<file path="src/kpi_pkg.sv">
// package for the keypad wake unit: register map, field layout, reset values
package kpi_pkg;
  localparam int KPI_NPIN = 8;
  localparam logic [11:0] KPI_OFF_STATUS_CONTROL = 12'h000;
  localparam logic [11:0] KPI_OFF_PIN_ENABLE = 12'h004;
  localparam logic [11:0] KPI_OFF_POLARITY_SELECT = 12'h008;
  localparam logic [11:0] KPI_OFF_IRQ_STATUS = 12'h00c;
  localparam logic [11:0] KPI_OFF_IRQ_MASK = 12'h010;
  localparam int KPI_BIT_MODE = 0;
  localparam int KPI_BIT_REQ_EN = 1;
  localparam int KPI_BIT_ACK = 2;
  localparam int KPI_BIT_FLAG = 3;
  localparam logic [7:0] KPI_PIN_MASK = 8'h37;
  localparam logic [7:0] KPI_SC_WR_MASK = 8'h03;
  localparam logic [7:0] KPI_RESET_BYTE = 8'h00;
  localparam logic [1:0] KPI_IRQ_MASK_BITS = 2'h3;
  localparam int KPI_IRQ_FLAG = 0;
  localparam int KPI_IRQ_WAKE = 1;

  typedef struct packed {
    logic [11:0] addr;
    logic write;
    logic [31:0] wdata;
    logic access;
  } kpi_bus_req_s;

  typedef struct packed {
    logic [7:0] enable;
    logic [7:0] polarity;
    logic edge_level_mode;
  } kpi_cfg_s;
endpackage

</file>
<file path="src/kpi_detect.sv">
// keypad wake unit pin detector: sampling, edge and level qualification
`timescale 1ns/1ps
module kpi_detect
  import kpi_pkg::*;
(
  input wire logic clk,
  input wire logic rst_n,
  input wire logic [KPI_NPIN-1:0] pins,
  input wire kpi_cfg_s cfg,
  output logic set_flag,
  output logic any_asserted
);
  logic [KPI_NPIN-1:0] asserted_now;
  logic [KPI_NPIN-1:0] armed_q;
  logic [KPI_NPIN-1:0] edge_hit;

  // map each pin to its asserted sense; disabled pins never count
  always_comb begin
    asserted_now = (pins ~^ cfg.polarity) & cfg.enable & KPI_PIN_MASK;
  end

  // a pin arms once seen deasserted, so enabling a held pin gives no edge
  always_ff @(posedge clk or negedge rst_n) begin
    if (!rst_n) begin
      armed_q <= '0;
    end else begin
      armed_q <= ~asserted_now & cfg.enable & KPI_PIN_MASK;
    end
  end

  // edge: deasserted last clock cycle, asserted this one
  always_comb begin
    edge_hit = armed_q & asserted_now;
    any_asserted = |asserted_now;
    set_flag = (|edge_hit) || (cfg.edge_level_mode && any_asserted);
  end
endmodule

</file>
<file path="src/kpi_top.sv">
// keypad wake unit top: apb register slave, flag, request and wake logic
`timescale 1ns/1ps
module kpi_top
  import kpi_pkg::*;
(
  // single clock domain and its asynchronous active-low reset
  input wire logic REF_CLK,
  input wire logic NRST,
  // apb slave port; every access completes in its first access cycle
  input wire logic PSEL,
  input wire logic PENABLE,
  input wire logic PWRITE,
  input wire logic [11:0] PADDR,
  input wire logic [31:0] PWDATA,
  output logic [31:0] PRDATA,
  output logic PREADY,
  output logic PSLVERR,
  // wake pins, taken as synchronous to the clock; only five are implemented
  input wire logic [KPI_NPIN-1:0] WAKE_INPUT_PIN,
  // high while the power controller holds the part in stop
  input wire logic LOW_POWER_STOP,
  // level request to the processor, wake to the power controller, masked interrupt
  output logic REQUEST,
  output logic WAKE,
  output logic IRQ
);
  // run/stop tracking, so a wake taken in stop can be told apart from a normal set
  typedef enum logic [1:0] {KPI_RUN, KPI_STOPPED} kpi_pwr_e;

  // bus side
  kpi_bus_req_s req;
  logic wr;
  logic mapped;
  logic wr_sc;
  logic wr_pe;
  logic wr_pol;
  logic wr_sts;
  logic wr_msk;
  logic rd_setup;
  logic [31:0] rdata_d;

  // configuration registers and the bundle handed to the detector
  kpi_cfg_s cfg;
  logic mode_q;
  logic req_en_q;
  logic [7:0] enable_q;
  logic [7:0] polarity_q;

  // detector results and the shared event flag
  logic set_flag;
  logic any_asserted;
  logic flag_q;
  logic ack_wr;
  logic flag_clr;

  // power state and the clockless wake path
  kpi_pwr_e pwr_q;
  logic [KPI_NPIN-1:0] pins_asserted;
  logic async_wake;
  logic stop_event;

  // sticky interrupt status and its mask
  logic [1:0] irq_status_q;
  logic [1:0] irq_mask_q;
  logic [1:0] irq_set;
  logic [1:0] irq_clr;

  // decode one register offset from the bus address
  function automatic logic hit(input logic [11:0] a, input logic [11:0] off);
    return a == off;
  endfunction

  // pins that stand at their asserted level, limited to enabled, implemented pins
  function automatic logic [KPI_NPIN-1:0] level_of(input logic [KPI_NPIN-1:0] p, input logic [7:0] pol,
    input logic [7:0] en);
    return (p ~^ pol) & en & KPI_PIN_MASK;
  endfunction

  // an 8-bit register read back in the low byte of the bus word; upper bits read zero
  function automatic logic [31:0] byte_word(input logic [7:0] b);
    return {24'h00_0000, b};
  endfunction

  // bundle the bus request
  always_comb begin
    req.addr = PADDR;
    req.write = PWRITE;
    req.wdata = PWDATA;
    req.access = PSEL && PENABLE;
  end

  // zero wait-state slave: every access ends in its first access cycle
  assign PREADY = 1'b1;
  assign wr = req.access && req.write;
  // read data is launched in the setup cycle, a cycle before the access samples it
  assign rd_setup = PSEL && !PENABLE && !PWRITE;

  always_comb begin
    mapped = hit(req.addr, KPI_OFF_STATUS_CONTROL) || hit(req.addr, KPI_OFF_PIN_ENABLE)
      || hit(req.addr, KPI_OFF_POLARITY_SELECT) || hit(req.addr, KPI_OFF_IRQ_STATUS)
      || hit(req.addr, KPI_OFF_IRQ_MASK);
  end

  // unmapped addresses answer with an error and read zero
  assign PSLVERR = req.access && !mapped;

  // one write strobe per register, decoded once and shared by the flops below
  always_comb begin
    wr_sc = wr && hit(req.addr, KPI_OFF_STATUS_CONTROL);
    wr_pe = wr && hit(req.addr, KPI_OFF_PIN_ENABLE);
    wr_pol = wr && hit(req.addr, KPI_OFF_POLARITY_SELECT);
    wr_sts = wr && hit(req.addr, KPI_OFF_IRQ_STATUS);
    wr_msk = wr && hit(req.addr, KPI_OFF_IRQ_MASK);
  end

  // configuration bundle for the detector
  always_comb begin
    cfg.enable = enable_q;
    cfg.polarity = polarity_q;
    cfg.edge_level_mode = mode_q;
  end

  // detector runs on every clock; debug halt does not touch it,
  // and wait mode leaves the clock running, so detection simply carries on
  kpi_detect u_detect (
    .clk(REF_CLK),
    .rst_n(NRST),
    .pins(WAKE_INPUT_PIN),
    .cfg(cfg),
    .set_flag(set_flag),
    .any_asserted(any_asserted)
  );

  // control bits of the status/control register
  always_ff @(posedge REF_CLK or negedge NRST) begin
    if (!NRST) begin
      mode_q <= 1'b0;
      req_en_q <= 1'b0;
    end else if (wr_sc) begin
      mode_q <= req.wdata[KPI_BIT_MODE];
      req_en_q <= req.wdata[KPI_BIT_REQ_EN];
    end
  end

  // pin enable register, only implemented pins hold a bit
  always_ff @(posedge REF_CLK or negedge NRST) begin
    if (!NRST) begin
      enable_q <= KPI_RESET_BYTE;
    end else if (wr_pe) begin
      enable_q <= req.wdata[7:0] & KPI_PIN_MASK;
    end
  end

  // polarity select register
  always_ff @(posedge REF_CLK or negedge NRST) begin
    if (!NRST) begin
      polarity_q <= KPI_RESET_BYTE;
    end else if (wr_pol) begin
      polarity_q <= req.wdata[7:0] & KPI_PIN_MASK;
    end
  end

  // acknowledge: a one written to bit 2 of status/control
  assign ack_wr = wr_sc && req.wdata[KPI_BIT_ACK];
  // in level mode an asserted pin blocks the clear
  assign flag_clr = ack_wr && !(mode_q && any_asserted);

  // event flag: set wins over clear so a same-cycle event is kept
  always_ff @(posedge REF_CLK or negedge NRST) begin
    if (!NRST) begin
      flag_q <= 1'b0;
    end else if (set_flag) begin
      flag_q <= 1'b1;
    end else if (flag_clr) begin
      flag_q <= 1'b0;
    end
  end

  // stop state: clock may be gated outside, so wake is combinational from pins
  always_ff @(posedge REF_CLK or negedge NRST) begin
    if (!NRST) begin
      pwr_q <= KPI_RUN;
    end else begin
      case (pwr_q)
        KPI_RUN: if (LOW_POWER_STOP) pwr_q <= KPI_STOPPED;
        KPI_STOPPED: if (!LOW_POWER_STOP) pwr_q <= KPI_RUN;
        default: pwr_q <= KPI_RUN;
      endcase
    end
  end

  // asynchronous path: with request enable set, any enabled asserted pin raises wake while stopped;
  // it bypasses every flop because the clock may be gated outside in stop
  always_comb begin
    pins_asserted = level_of(WAKE_INPUT_PIN, polarity_q, enable_q);
    async_wake = LOW_POWER_STOP && req_en_q && (|pins_asserted);
  end

  // a wake seen while already stopped is recorded for software
  always_comb begin
    stop_event = (pwr_q == KPI_STOPPED) && async_wake;
  end

  assign REQUEST = flag_q && req_en_q;
  assign WAKE = REQUEST || async_wake;

  // status events: one bit for each flag set, one for a wake taken while stopped
  always_comb begin
    irq_set = 2'h0;
    irq_set[KPI_IRQ_FLAG] = set_flag;
    irq_set[KPI_IRQ_WAKE] = stop_event;
  end

  // write one to clear; a zero written leaves the bit alone
  always_comb begin
    irq_clr = 2'h0;
    if (wr_sts) begin
      irq_clr = req.wdata[1:0] & KPI_IRQ_MASK_BITS;
    end
  end

  // sticky interrupt status; set wins over a same-cycle clear so no event is lost
  always_ff @(posedge REF_CLK or negedge NRST) begin
    if (!NRST) begin
      irq_status_q <= 2'h0;
    end else begin
      irq_status_q <= (irq_status_q & ~irq_clr) | irq_set;
    end
  end

  // interrupt mask
  always_ff @(posedge REF_CLK or negedge NRST) begin
    if (!NRST) begin
      irq_mask_q <= 2'h0;
    end else if (wr_msk) begin
      irq_mask_q <= req.wdata[1:0] & KPI_IRQ_MASK_BITS;
    end
  end

  assign IRQ = |(irq_status_q & irq_mask_q);

  // read mux; acknowledge bit always reads zero
  always_comb begin
    rdata_d = 32'h0000_0000;
    if (hit(req.addr, KPI_OFF_STATUS_CONTROL)) begin
      rdata_d[KPI_BIT_FLAG] = flag_q;
      rdata_d[KPI_BIT_ACK] = 1'b0;
      rdata_d[KPI_BIT_REQ_EN] = req_en_q;
      rdata_d[KPI_BIT_MODE] = mode_q;
    end else if (hit(req.addr, KPI_OFF_PIN_ENABLE)) begin
      rdata_d = byte_word(enable_q);
    end else if (hit(req.addr, KPI_OFF_POLARITY_SELECT)) begin
      rdata_d = byte_word(polarity_q);
    end else if (hit(req.addr, KPI_OFF_IRQ_STATUS)) begin
      rdata_d[1:0] = irq_status_q;
    end else if (hit(req.addr, KPI_OFF_IRQ_MASK)) begin
      rdata_d[1:0] = irq_mask_q;
    end
  end

  // read data captured at setup so it is a flop output during access;
  // the cost is that a flag set in the access cycle shows on the next read
  always_ff @(posedge REF_CLK or negedge NRST) begin
    if (!NRST) begin
      PRDATA <= 32'h0000_0000;
    end else if (rd_setup) begin
      PRDATA <= rdata_d;
    end
  end
endmodule

</file>
<file path="config.mk">
export PLATFORM = sky130hd
export DESIGN_NAME = kpi_top
export DESIGN_NICKNAME = d
export VERILOG_FILES = /design/src/kpi_pkg.sv /design/src/kpi_detect.sv /design/src/kpi_top.sv
export SDC_FILE = /design/constraint.sdc
export NUM_CORES = 1
export LEC_CHECK = 0
export BUFFER_PORTS_ARGS = -buffer_cell sky130_fd_sc_hd__buf_2
export CAP_MARGIN = 20
export CORE_ASPECT_RATIO = 0.7
export CORE_UTILIZATION = 44
export CTS_CLUSTER_DIAMETER = 80
export DETAILED_ROUTE_END_ITERATION = 10
export GPL_ROUTABILITY_DRIVEN = 0
export GPL_TIMING_DRIVEN = 0
export HOLD_SLACK_MARGIN = 0.1
export PLACE_DENSITY = 0.8
export SLEW_MARGIN = 20
export SYNTH_ARGS = -nofsm -noshare
export SYNTH_HDL_FRONTEND = slang
export SYNTH_SLANG_ARGS = --single-unit
export TNS_END_PERCENT = 10
</file>
<file path="constraint.sdc">
create_clock -name REF_CLK -period 1.8 [get_ports REF_CLK]
set_clock_uncertainty 0.15 [all_clocks]
set_input_delay 0 -clock REF_CLK [delete_from_list [all_inputs] [get_ports REF_CLK]]
set_output_delay 0 -clock REF_CLK [all_outputs]
set_load 0.01 [all_outputs]
</file>
Word level (Yosys, flattened, before mapping)

Index checks and enable logic that the tools add are counted.

Register bits after elaboration: 56
Latch bits: 0
Bits in writable memories: 0
ROM bits: 0
Input port bits: 58
Output and inout port bits: 37
Word-level logic and storage cells: 73
Memories kept: 0

Add/sub/neg operators: 0
Multipliers: 0
Div/mod/pow operators: 0
Order comparisons: 0
Equality and inequality tests: 7
Shift operators: 0
Multiplexer cells: 13
Bitwise operators: 9
Reduce and logical (&&, ||, !) cells: 34

Operator list:

| kind                  | count |
|---|---|
| $mux W28              | 1 |
| $eq A12 B4 Y1 const B | 2 |
| $and A6 B6 Y6         | 3 |
| $logic_and A1 B1 Y1   | 17 |
| $eq A12 B3 Y1 const B | 1 |
| $eq A12 B5 Y1 const B | 1 |
| $logic_not A12 Y1     | 1 |
| $mux W2               | 6 |
| $mux W4               | 2 |
| $reduce_or A8 Y1      | 1 |
| $xnor A8 B6 Y6        | 1 |
| $logic_or A1 B1 Y1    | 6 |
| $mux W6               | 1 |
| $not A6 Y6            | 1 |
| $reduce_or A5 Y1      | 1 |
| $and A2 B2 Y2         | 2 |
| $logic_not A1 Y1      | 4 |
| $ne A2 B2 Y1 const B  | 2 |
| $pmux W2 S2           | 1 |
| $eq A2 B1 Y1 const B  | 1 |
| $logic_not A2 Y1      | 1 |
| $mux W1               | 2 |
| $not A2 Y2            | 1 |
| $or A2 B2 Y2          | 1 |
| other kinds (3)       | 3 |

Logic depth before layout (Yosys ltp)

Gate-level depths: netlist of run 1.

Depth in word-level cells: 8
Gate-level depth with buffers: 5
Gate-level depth less buffers: 4

Hierarchy

Synthesis of run 1 repeated with hierarchy kept, for this count alone.

Cells, all modules: 170
Area, all modules: 1790.5 sq um

Modules (own cells, without submodules):

| module     | instances | cells an instance | area each (sq um) | sequential area each (sq um) |
|---|---|---|---|---|
| kpi_top    | 1         | 144               | 1524.0            | 600.6 |
| kpi_detect | 1         | 26                | 266.5             | 125.1 |

Worst setup path after synthesis of run 1

OpenSTA, ideal clock, no wires.

Kind: flip-flop to flip-flop
Start: reg polarity_q[0]
End: reg irq_status_q[1]
Library setup time: 0.129 ns
Arrival time: 1.162 ns
Required time: 1.521 ns
Setup slack: 0.359 ns
Stages on the path, launching flop included: 5
Buffers on the path: 0
Clock period less this slack: 1.441 ns
Path through: dfrtp_1 -> xnor2_1 -> a222oi_1 -> and3_1 -> o21ai_0

Cells in the longest elaborated chain, start to end: 6

RTL lines:

| element                  | RTL line       | source |
|---|---|---|
| start: declaration       | kpi_top.sv:47  | `logic [7:0] polarity_q;` |
| start signal: assignment | kpi_top.sv:159 | `polarity_q <= req.wdata[7:0] & KPI_PIN_MASK;` |
| $xnor A8 B6 Y6           | kpi_top.sv:76  | `return (p ~^ pol) & en & KPI_PIN_MASK;` |
| $and A6 B6 Y6            | kpi_top.sv:76  |  |
| $reduce_or A5 Y1         | kpi_top.sv:196 | `async_wake = LOW_POWER_STOP && req_en_q && (\|pins_asserted);` |
| $logic_and A1 B1 Y1      | kpi_top.sv:196 |  |
| $logic_and A1 B1 Y1      | kpi_top.sv:201 | `stop_event = (pwr_q == KPI_STOPPED) && async_wake;` |
| $or A2 B2 Y2             | kpi_top.sv:227 | `irq_status_q <= (irq_status_q & ~irq_clr) \| irq_set;` |
| end signal: assignment   | kpi_top.sv:227 |  |
| end: declaration         | kpi_top.sv:63  | `logic [1:0] irq_status_q;` |

No other way between the ends.
A chain may end at the register's enable or synchronous reset.

Worst setup path in the final report of run 1

Start: reg polarity_q[0]
End: out WAKE

Cells in the longest elaborated chain, start to end: 5

RTL lines:

| element             | RTL line       | source |
|---|---|---|
| $xnor A8 B6 Y6      | kpi_top.sv:76  |  |
| $and A6 B6 Y6       | kpi_top.sv:76  |  |
| $reduce_or A5 Y1    | kpi_top.sv:196 |  |
| $logic_and A1 B1 Y1 | kpi_top.sv:196 |  |
| $logic_or A1 B1 Y1  | kpi_top.sv:205 | `assign WAKE = REQUEST \|\| async_wake;` |
| end: declaration    | kpi_top.sv:24  | `output logic WAKE,` |

No other way between the ends.

==> summary.txt, run 1 <==
DR vias: 1578
Clock power share: 48.1%
Gr usage total: 20.7%
Final min period: 1.81 ns
Initial Utilization: 47.3%
Die ar.: 4130 um2
Synth Register Bits: 29
Area grow syn2layout: 49.4%
Per-cell routed wire length: 13.3 um
Number of I/O pins: 95
Comb power frac: 13.1%
Initial antenna violation count: 0
Simple-Gate Fraction of Synth Area: 20.2%
H-tree lvl count: 2
CTS tree: built
Part of the power in registers: 38.8%
Biggest area consumer among synthesized cells: dfrtp_1
DR top layer: met4
Crit Path Class: flip-flop to output port
Avg Inst Size Synth: 10.2 um2
RSZ-0062 raised after global routing: yes
Dpl hpwl: 2.80 mm
Compound-gate portion of the synthesized area: 11.3%
Fmax: 552 MHz
Endpoints failing setup: 1
Height of the chip: 54.1 um
Worst EP required: 1.65 ns
Layout cells sized above 1: 40.9%
Cells after DPL: 280
Final Core Density: 70.7%
# DRC: 0
Synth Cell Area: 1710 um2
Core Rows: 18
Top cells by count, synth: dfrtp_1, buf_4, mux2_2, nand2_1, nand3_1
Fin Setup TNS: -0.0128 ns
Largest net degree at the start of global routing: 30
DR pass1 iterations: 4
VDD IR-drop max: 0.000434 V
CP startpoint kind: flip-flop
Worst min path class: primary input to asynchronous set/reset pin
Sw power: 0.369 mW
Hold slack: 0.115 ns
Mux contribution to synthesized area: 9.24%
Crit Path Max Fanout: 2
Arrival time worst endpoint: 1.66 ns
Pwr Total: 1.69 mW
EDFF count, synth: 0
Die Width: 76.4 um
Internal power: 1.32 mW
Status: complete, but fails checks
Setup crit end kind: output port
Post-Synth Adder-Cell Area: 0%
Top cells by area, synth: dfrtp_1, buf_4, mux2_2
Xor and xnor area share after synthesis: 2.57%
Max-slew headroom: 57.7%
Clk Latency, worst-skew pair: 0.29 ns
Final Hold Fails: 0
Worst-path clk slew: 0.07 ns
Fin area: 2550 um2
Async S/R FF share, synth: 100%
Top-count cell post-synth: dfrtp_1
Number of port buffers: 37
Via density: 4.95
Largest family of logic cells by synthesized area: simple AND/OR/NAND/NOR gates
Met2 wire length: 1.90 mm
CTS Buf Count: 5
Switch share: 21.9%
Failing checks: negative setup slack
Final worst slack: -0.0128 ns
Met3 WL: 378 um
Total Wirelength: 4.24 mm
Post-route insts no fill: 319
Core box area: 3600 um2
Fill cells: 277
Synth unique cells: 40
Fin crit share: 101%
Predominant post-synthesis flop cell: dfrtp_1
Final antenna-violating net count: 0
Final Net Count: 326
Met1 WL: 1.88 mm
Max-Cap Viols: 0
Ant diodes: 0
First DRT Iteration DRCs: 127
Placed Area: 2050 um2
Ys Warns: 0
Place WS: 0.122 ns
Vias in the first global route: 1280
Final Max Slew Viols: 0
GRT Residual Overflow: 0
CTS sink count: 29
Worst Tran Pin Value: 0.634 ns
Lkg Pwr: 1.27 nW
Pwr per Cell Area: 662 nW/um2
Post-synthesis sequential area ratio: 42.6%
Synth Instances: 168
Synth top area share: 42.6%
Clock root cell: clkbuf_8
Clock buffer depth: 2
First-pass GRT wire length: 6.11 mm
==> kinds of logic after synthesis <==
kind of cell	count (synthesis)
other cells	2
simple gates	57
xor+xnor	5
buf+inv	34
mux	14
compound gates	27
flops	29
==> worst paths after layout <==
check / end / start / cells past startpoint / slack [ns]
worst max-delay path: WAKE / polarity_q[0]$_DFFE_PN0P_ / 5 / -0.01
worst min-delay path: pwr_q[0]$_DFFE_PN0P_ / NRST / 2 / 0.12
worst max register to register: irq_status_q[0]$_DFF_PN0_ / polarity_q[0]$_DFFE_PN0P_ / 7 / 0.05
worst min register to register: PRDATA[3]$_DFFE_PN0P_ / PRDATA[3]$_DFFE_PN0P_ / 2 / 0.33
max in group asynchronous: PRDATA[5]$_DFFE_PN0P_ / NRST / 2 / 0.96
min in group REF_CLK: flag_q$_DFFE_PN0P_ / PADDR[2] / 5 / 0.12
==> cell type report <==
type / count / area, um2 / area share (%)
clock inverters: 3 / 65.1 / 2.55
multi-input cells: 130 / 903 / 35.5
repair buffers: 68 / 483 / 19.0
clock buffers: 5 / 68.8 / 2.70
inverters: 2 / 7.51 / 0.295
flip-flops and latches: 29 / 726 / 28.5
well taps: 50 / 62.6 / 2.46
plain buffers: 32 / 231 / 9.09
==> sequential cells by signal, summed over array words and instances (netlist names) <==
name / cells
PRDATA: 6
enable_q: 5
polarity_q: 5
u_detect.armed_q: 5
irq_mask_q: 2
irq_status_q: 2
flag_q: 1
mode_q: 1
pwr_q: 1
req_en_q: 1
==> power groups by stage <==
| stage | sequential (mW) | clock, mW | combinational (mW) |
|---|---|---|---|
| global placement | 0.666 | 0 | 0.167 |
| finish | 0.654 | 0.810 | 0.221 |
| floorplan | 0.666 | 0 | 0.108 |
| CTS | 0.654 | 0.825 | 0.203 |
| detailed placement | 0.666 | 0 | 0.169 |
| global route | 0.654 | 0.849 | 0.242 |
==> routing by layer <==
metal,track usage (%),vias up
li1,-,754
met1,27.2,738
met2,32.0,75
met3,7.63,11
met4,7.37,0
met5,0,-
==> critical path, stage by stage (launching register included) <==
cell and delay (ns):
dfrtp_1 0.41, xnor2_2 0.16, a222oi_1 0.35, and3_1 0.25
o21bai_1 0.07, buf_2 0.14
==> timing repair <==
action,4_1_cts,5_1_grt
hold endpoints to repair,58,0
setup endpoints to repair,1,18
hold buffers,23,0
buffers inserted,6,2
gates resized for setup,1,14
cloned,0,0
pin swaps,4,6
==> cells in the final DEF (no fill, tap or decap), types with 3 or more instances in the layout <==
master / netlist / layout
conb_1: 2 / 27
xnor2_1: 5 / 3
nor3_1: 3 / 3
a21oi_1: 3 / 3
buf_4: 27 / 33
buf_2: 3 / 39
nor2b_4: 2 / 3
nand2_1: 14 / 14
dlygate4sd3_1: 0 / 23
dfrtp_1: 29 / 29
o21ai_0: 7 / 7
mux2_2: 14 / 14
and2_1: 3 / 3
nor2b_1: 7 / 5
clkbuf_8: 0 / 5
a22oi_1: 3 / 3
nand3_1: 12 / 11
buf_6: 0 / 3
Note: power is estimated with default switching activity, not from simulation.
==> run 2: changes to the inputs <==
Settings changed: CORE_UTILIZATION 44 to 48, PLACE_DENSITY 0.8 to 0.86.
Clock period 1.8 ns to 2.1 ns, I/O delays scaled along.
==> run 2 against run 1 <==
Compared with the run above:
- the flow now finishes without violations
- via count is 3.6% lower
- critical path depth is 2 higher
- routed wire length is 2.4% higher
- count of clock-buffer cells in the layout stayed put
- die area is 8.1% lower
- worst hold slack worse by 0.0087 ns
- clock power is 45% lower
- global-route usage is 3.3 points higher
- critical path type is now primary input to flip-flop
- critical endpoint is now PRDATA[0]$_DFFE_PN0P_
- largest cell class unchanged
- largest power group is now sequential cells
- highest routed layer unchanged
==> summary.txt, run 2 (synthesis gave the netlist of run 1 again) <==
WHS Endpoint: flag_q$_DFFE_PN0P_
Setup crit end kind: flip-flop
First-pass GRT wire length: 6.40 mm
Via density: 4.88
Hold Path Depth: 5
CP startpoint kind: primary input
Core box area: 3280 um2
Worst reg2reg path depth: 4
Die ar.: 3800 um2
Worst min path class: primary input to flip-flop
Ant diodes: 0
Vias in the first global route: 1433
Number of I/O pins: 95
Core Rows: 17
CTS sink count: 29
Worst-path cell chain: dlygate4sd3_1 -> buf_2 -> nor4_4 -> nand3_1 -> dlygate4sd3_1 -> o31a_1 -> o31ai_1
Initial Utilization: 52.1%
# DRC: 0
Crit Path Max Fanout: 4
Lkg Pwr: 1.19 nW
Status: finished, final reports clean
H-tree lvl count: 2
Most frequent cells in the layout: buf_2, dfrtp_1, buf_4, conb_1, dlygate4sd3_1
Crit-path slowest cell: dlygate4sd3_1
Max incr delay on CP: 0.57 ns
Hold slack: 0.107 ns
Pwr per Cell Area: 496 nW/um2
Final Max Slew Viols: 0
Endpoints failing setup: 0
Initial antenna violation count: 0
Final Net Count: 322
Largest reg by FF count: PRDATA
Commonest non-fill, non-tap cell in the layout: buf_2
DR pass1 iterations: 4
VDD IR-drop max: 0.000474 V
HP Start: PADDR[6]
Clock root cell: clkbuf_8
Final antenna-violating net count: 0
Most used cell, CP: dlygate4sd3_1
Area grow syn2layout: 41.5%
Per-cell routed wire length: 13.9 um
Fmax: 481 MHz
Worst R2R End: irq_status_q[1]$_DFF_PN0_
Final min period: 2.08 ns
GRT Residual Overflow: 0
Fin crit share: 99.0%
Layout cells sized above 1: 37.0%
Total Wirelength: 4.35 mm
Largest net degree at the start of global routing: 30
Worst Tran Pin Value: 0.632 ns
Clk Latency, worst-skew pair: 0.28 ns
CTS Buf Count: 5
Max-Cap Viols: 0
Flop2flop setup slack: 0.44 ns
Dpl hpwl: 2.87 mm
Worst-path clk slew: 0.06 ns
Reg-to-Reg Start: polarity_q[0]$_DFFE_PN0P_
Worst EP required: 2.14 ns
Height of the chip: 51.9 um
Gr usage total: 24.0%
First DRT Iteration DRCs: 101
RSZ-0062 raised after global routing: yes
Die Width: 73.2 um
Number of flip-flops under the largest register name: 6
Arrival time worst endpoint: 2.12 ns
Post-CTS Setup Inserts: 0
CTS tree: built
Max-slew headroom: 57.9%
Crit Path Class: primary input to flip-flop
Number of port buffers: 37
Final Core Density: 73.7%
Final Hold Fails: 0
Clock buffer depth: 2
DR vias: 1521
run 2: changes by cell type in the layout (fill, tap and decap cells not counted), sizes merged:
cell | previous run | this run
buf | 75 | 67
bufinv | 2 | 0
clkinv | 1 | 2
clkinvlp | 0 | 1
dlygate4sd3 | 23 | 27
run 2: metrics by stage:
stage / worst slack (ns) / TNS, ns / total power, mW / instances / instance area (um2)
CTS: 0.0539 / 0 / 1.19 / 312 / 2400
global placement: 0.444 / 0 / 0.714 / 277 / 2040
floorplan: 0.659 / 0 / 0.663 / 193 / 1800
detailed placement: 0.358 / 0 / 0.716 / 277 / 2040
finish: 0.0213 / 0 / 1.20 / 312 / 2410
global route: -0.0162 / -0.0162 / 1.24 / 312 / 2410
run 2: area by class of cell:
class	count	area, um2
plain buffers	32	225
clock buffers	5	68.8
clock inverters	3	17.5
fillers	243	862
inverters	2	7.51
multi-input cells	130	855
flip-flops and latches	29	726
well taps	47	58.8
repair buffers	64	455
run 2: timing repair:
item | CTS | global route
resized for setup | 0 | 2
endpoints found under the hold margin | 57 | 0
hold buffers | 27 | 0
endpoints found under the setup margin | 0 | 11
run 2: per-layer routing:
metal	track usage (%)	share of wire, %	up-vias
met4	9.80	0.99	0
li1	-	-	734
met3	8.91	10	4
met2	37.7	47	79
met1	30.0	42	704
met5	0	0	-
run 2: power breakdown:
group	switching, mW	total (mW)	internal, mW
Combinational	0.0938	0.192	0.0986
Clock	0.216	0.444	0.228
Sequential	0.000656	0.561	0.560
run 2: worst max-delay path by stage:
stage / startpoint / end / slack (ns)
after floorplan: polarity_q[0]$_DFFE_PN0P_ / irq_status_q[1]$_DFF_PN0_ / 0.66
after global placement: PADDR[1] / polarity_q[4]$_DFFE_PN0P_ / 0.44
after detailed placement: PADDR[9] / polarity_q[1]$_DFFE_PN0P_ / 0.36
after CTS: PADDR[1] / PRDATA[0]$_DFFE_PN0P_ / 0.05
after global routing: PADDR[0] / PRDATA[0]$_DFFE_PN0P_ / -0.02
final: PADDR[0] / PRDATA[0]$_DFFE_PN0P_ / 0.02
run 2: critical path: cells and delay by family:
kind                   cells  cell delay, ns
buffers and inverters      3            1.28
AO/OA/AOI/OAI              2            0.34
AND/OR/NAND/NOR            2            0.49
==> run 3: changes to the inputs <==
Settings changed: CORE_ASPECT_RATIO 0.7 to default, CORE_UTILIZATION 48 to 40, GPL_ROUTABILITY_DRIVEN 0 to default, PLACE_DENSITY 0.86 to 0.76.
Clock period 2.1 ns to 1.85 ns, I/O delays scaled along.
==> run 3 against run 2 <==
Compared with the run above:
- the flow now finishes with violations (negative setup slack)
- worst setup slack worse by 0.051 ns
- worst hold slack worse by 0.025 ns
- design area is 0.36% higher
- non-clock buffer count stayed put
- count of clock-buffer cells in the layout is 1 higher
- core utilization is 14 points lower
- register-to-register slack worse by 0.29 ns
- final cell count is 0.96% higher
- routed wire length is 8.9% lower
- power is 12% higher
- flip-flop and latch count stayed put
- sequential share of layout area is 0.11 points lower
- critical path type is now flip-flop to output port
- critical endpoint is now WAKE
- largest power group unchanged
==> summary.txt, run 3 (synthesis gave the netlist of run 1 again) <==
Comb power frac: 15.6%
Internal power: 1.00 mW
Fin crit share: 102%
CP startpoint kind: flip-flop
Total Wirelength: 3.96 mm
Final Max Slew Viols: 0
First-pass GRT wire length: 6.11 mm
Height of the chip: 67.3 um
First DRT Iteration DRCs: 75
DR pass1 iterations: 4
Clk Latency, worst-skew pair: 0.28 ns
HP Start: PADDR[11]
Initial antenna violation count: 0
Final Net Count: 322
Most frequent cells in the layout: buf_2, buf_4, dfrtp_1, conb_1, dlygate4sd3_1
Crit Path Class: flip-flop to output port
Clock root cell: clkbuf_8
Final Hold Fails: 0
Fin area: 2420 um2
Ant diodes: 0
Part of the power in registers: 47.5%
Final min period: 1.88 ns
CTS sink count: 29
Initial Utilization: 42.0%
Final antenna-violating net count: 0
Lkg Pwr: 1.20 nW
Pwr per Cell Area: 553 nW/um2
Failing checks: negative setup slack
Crit Path Max Fanout: 2
VDD IR-drop max: 0.000331 V
CTS tree: built
CTS Buf Count: 5
Gr usage total: 19.2%
GRT Residual Overflow: 0
Per-cell routed wire length: 12.6 um
Number of port buffers: 37
Layout cells sized above 1: 39.2%
Reg-to-Reg Start: polarity_q[0]$_DFFE_PN0P_
Pwr Total: 1.34 mW
Post-route insts no fill: 315
Final worst slack: -0.0294 ns
Worst-path clk slew: 0.06 ns
Worst Tran Pin Value: 0.632 ns
Die Width: 67.3 um
Core Rows: 23
Number of flip-flops under the largest register name: 6
# DRC: 0
DR vias: 1497
RePlAce Congestion: 0.842
Arrival time worst endpoint: 1.73 ns
Largest reg by FF count: PRDATA
Status: complete, but fails checks
Worst min path class: primary input to flip-flop
Cells after DPL: 280
Vias in the first global route: 1334
Endpoints failing setup: 3
Commonest non-fill, non-tap cell in the layout: buf_2
Max-Cap Viols: 0
Largest net degree at the start of global routing: 30
Fill cells: 368
Final Core Density: 59.7%
Placed Area: 2050 um2
Max-slew headroom: 57.9%
Area grow syn2layout: 42.0%
Clock buffer depth: 2
Setup crit end kind: output port
Number of I/O pins: 95
Switch share: 25.1%
Via density: 4.75
H-tree lvl count: 2
Crit path from: polarity_q[0]$_DFFE_PN0P_
Dpl hpwl: 2.66 mm
Fmax: 532 MHz
RSZ-0062 raised after global routing: yes
Die ar.: 4530 um2
Core box area: 4060 um2
Worst EP required: 1.70 ns
Sw power: 0.336 mW
Clock power share: 36.8%
==> run 3: timing repair <==
action / in CTS / in global routing
pin swaps: 3 / 0
setup endpoints to repair: 1 / 19
setup buffers: 5 / 0
hold buffers: 21 / 1
resized for setup: 1 / 7
endpoints found under the hold margin: 58 / 1
==> run 3: worst max-delay path, cell delays in order, from the launching register on <==
cell      delay [ns]
dfrtp_1         0.41
xnor2_2         0.15
a222oi_1        0.38
and3_1          0.28
o21bai_1        0.08
buf_2           0.14
==> run 3: worst paths after layout <==
| check | endpoint | slack (ns) | cells past startpoint |
|---|---|---|---|
| worst min-delay path | irq_status_q[0]$_DFF_PN0_ | 0.08 | 5 |
| min in group asynchronous | PRDATA[3]$_DFFE_PN0P_ | 0.13 | 2 |
| max in group asynchronous | enable_q[5]$_DFFE_PN0P_ | 1.00 | 2 |
| worst max-delay path | WAKE | -0.03 | 5 |
| worst min register to register | PRDATA[3]$_DFFE_PN0P_ | 0.32 | 2 |
| worst max register to register | irq_status_q[0]$_DFF_PN0_ | 0.15 | 6 |
==> run 3: metal layers <==
metal / wire length [um] / track usage [%]
met1: 1600 / 22.5
met2: 1950 / 30.8
met3: 350 / 7.77
met4: 57 / 8.24
met5: 0 / 0
==> run 3: layout make-up <==
cell class / instances / area, um2 / area share, %
Clock inverter: 2 / 10.0 / 0.413
Clock buffer: 6 / 72.6 / 3.00
Multi-Input combinational cell: 130 / 876 / 36.2
Inverter: 2 / 7.51 / 0.310
Buffer: 32 / 225 / 9.30
Timing Repair Buffer: 64 / 443 / 18.3
Tap cell: 50 / 62.6 / 2.58
Sequential cell: 29 / 726 / 30.0
==> run 3: stage by stage <==
stage | setup slack (ns) | TNS (ns) | hold WS [ns]
6_report | -0.0294 | -0.0637 | 0.0822
5_1_grt | -0.139 | -0.509 | 0.103
3_3_place_gp | 0.197 | 0 | -0.0921
4_1_cts | 0.00460 | 0 | 0.0686
2_1_floorplan | 0.409 | 0 | -0.446
3_5_place_dp | 0.141 | 0 | -0.0920
==> run 3: power by group through the flow <==
stage | sequential (mW) | combinational (mW) | clock, mW
after CTS | 0.637 | 0.199 | 0.506
after floorplan | 0.648 | 0.105 | 0
after global placement | 0.648 | 0.163 | 0
final | 0.637 | 0.209 | 0.494
after detailed placement | 0.648 | 0.165 | 0
after global routing | 0.636 | 0.234 | 0.531
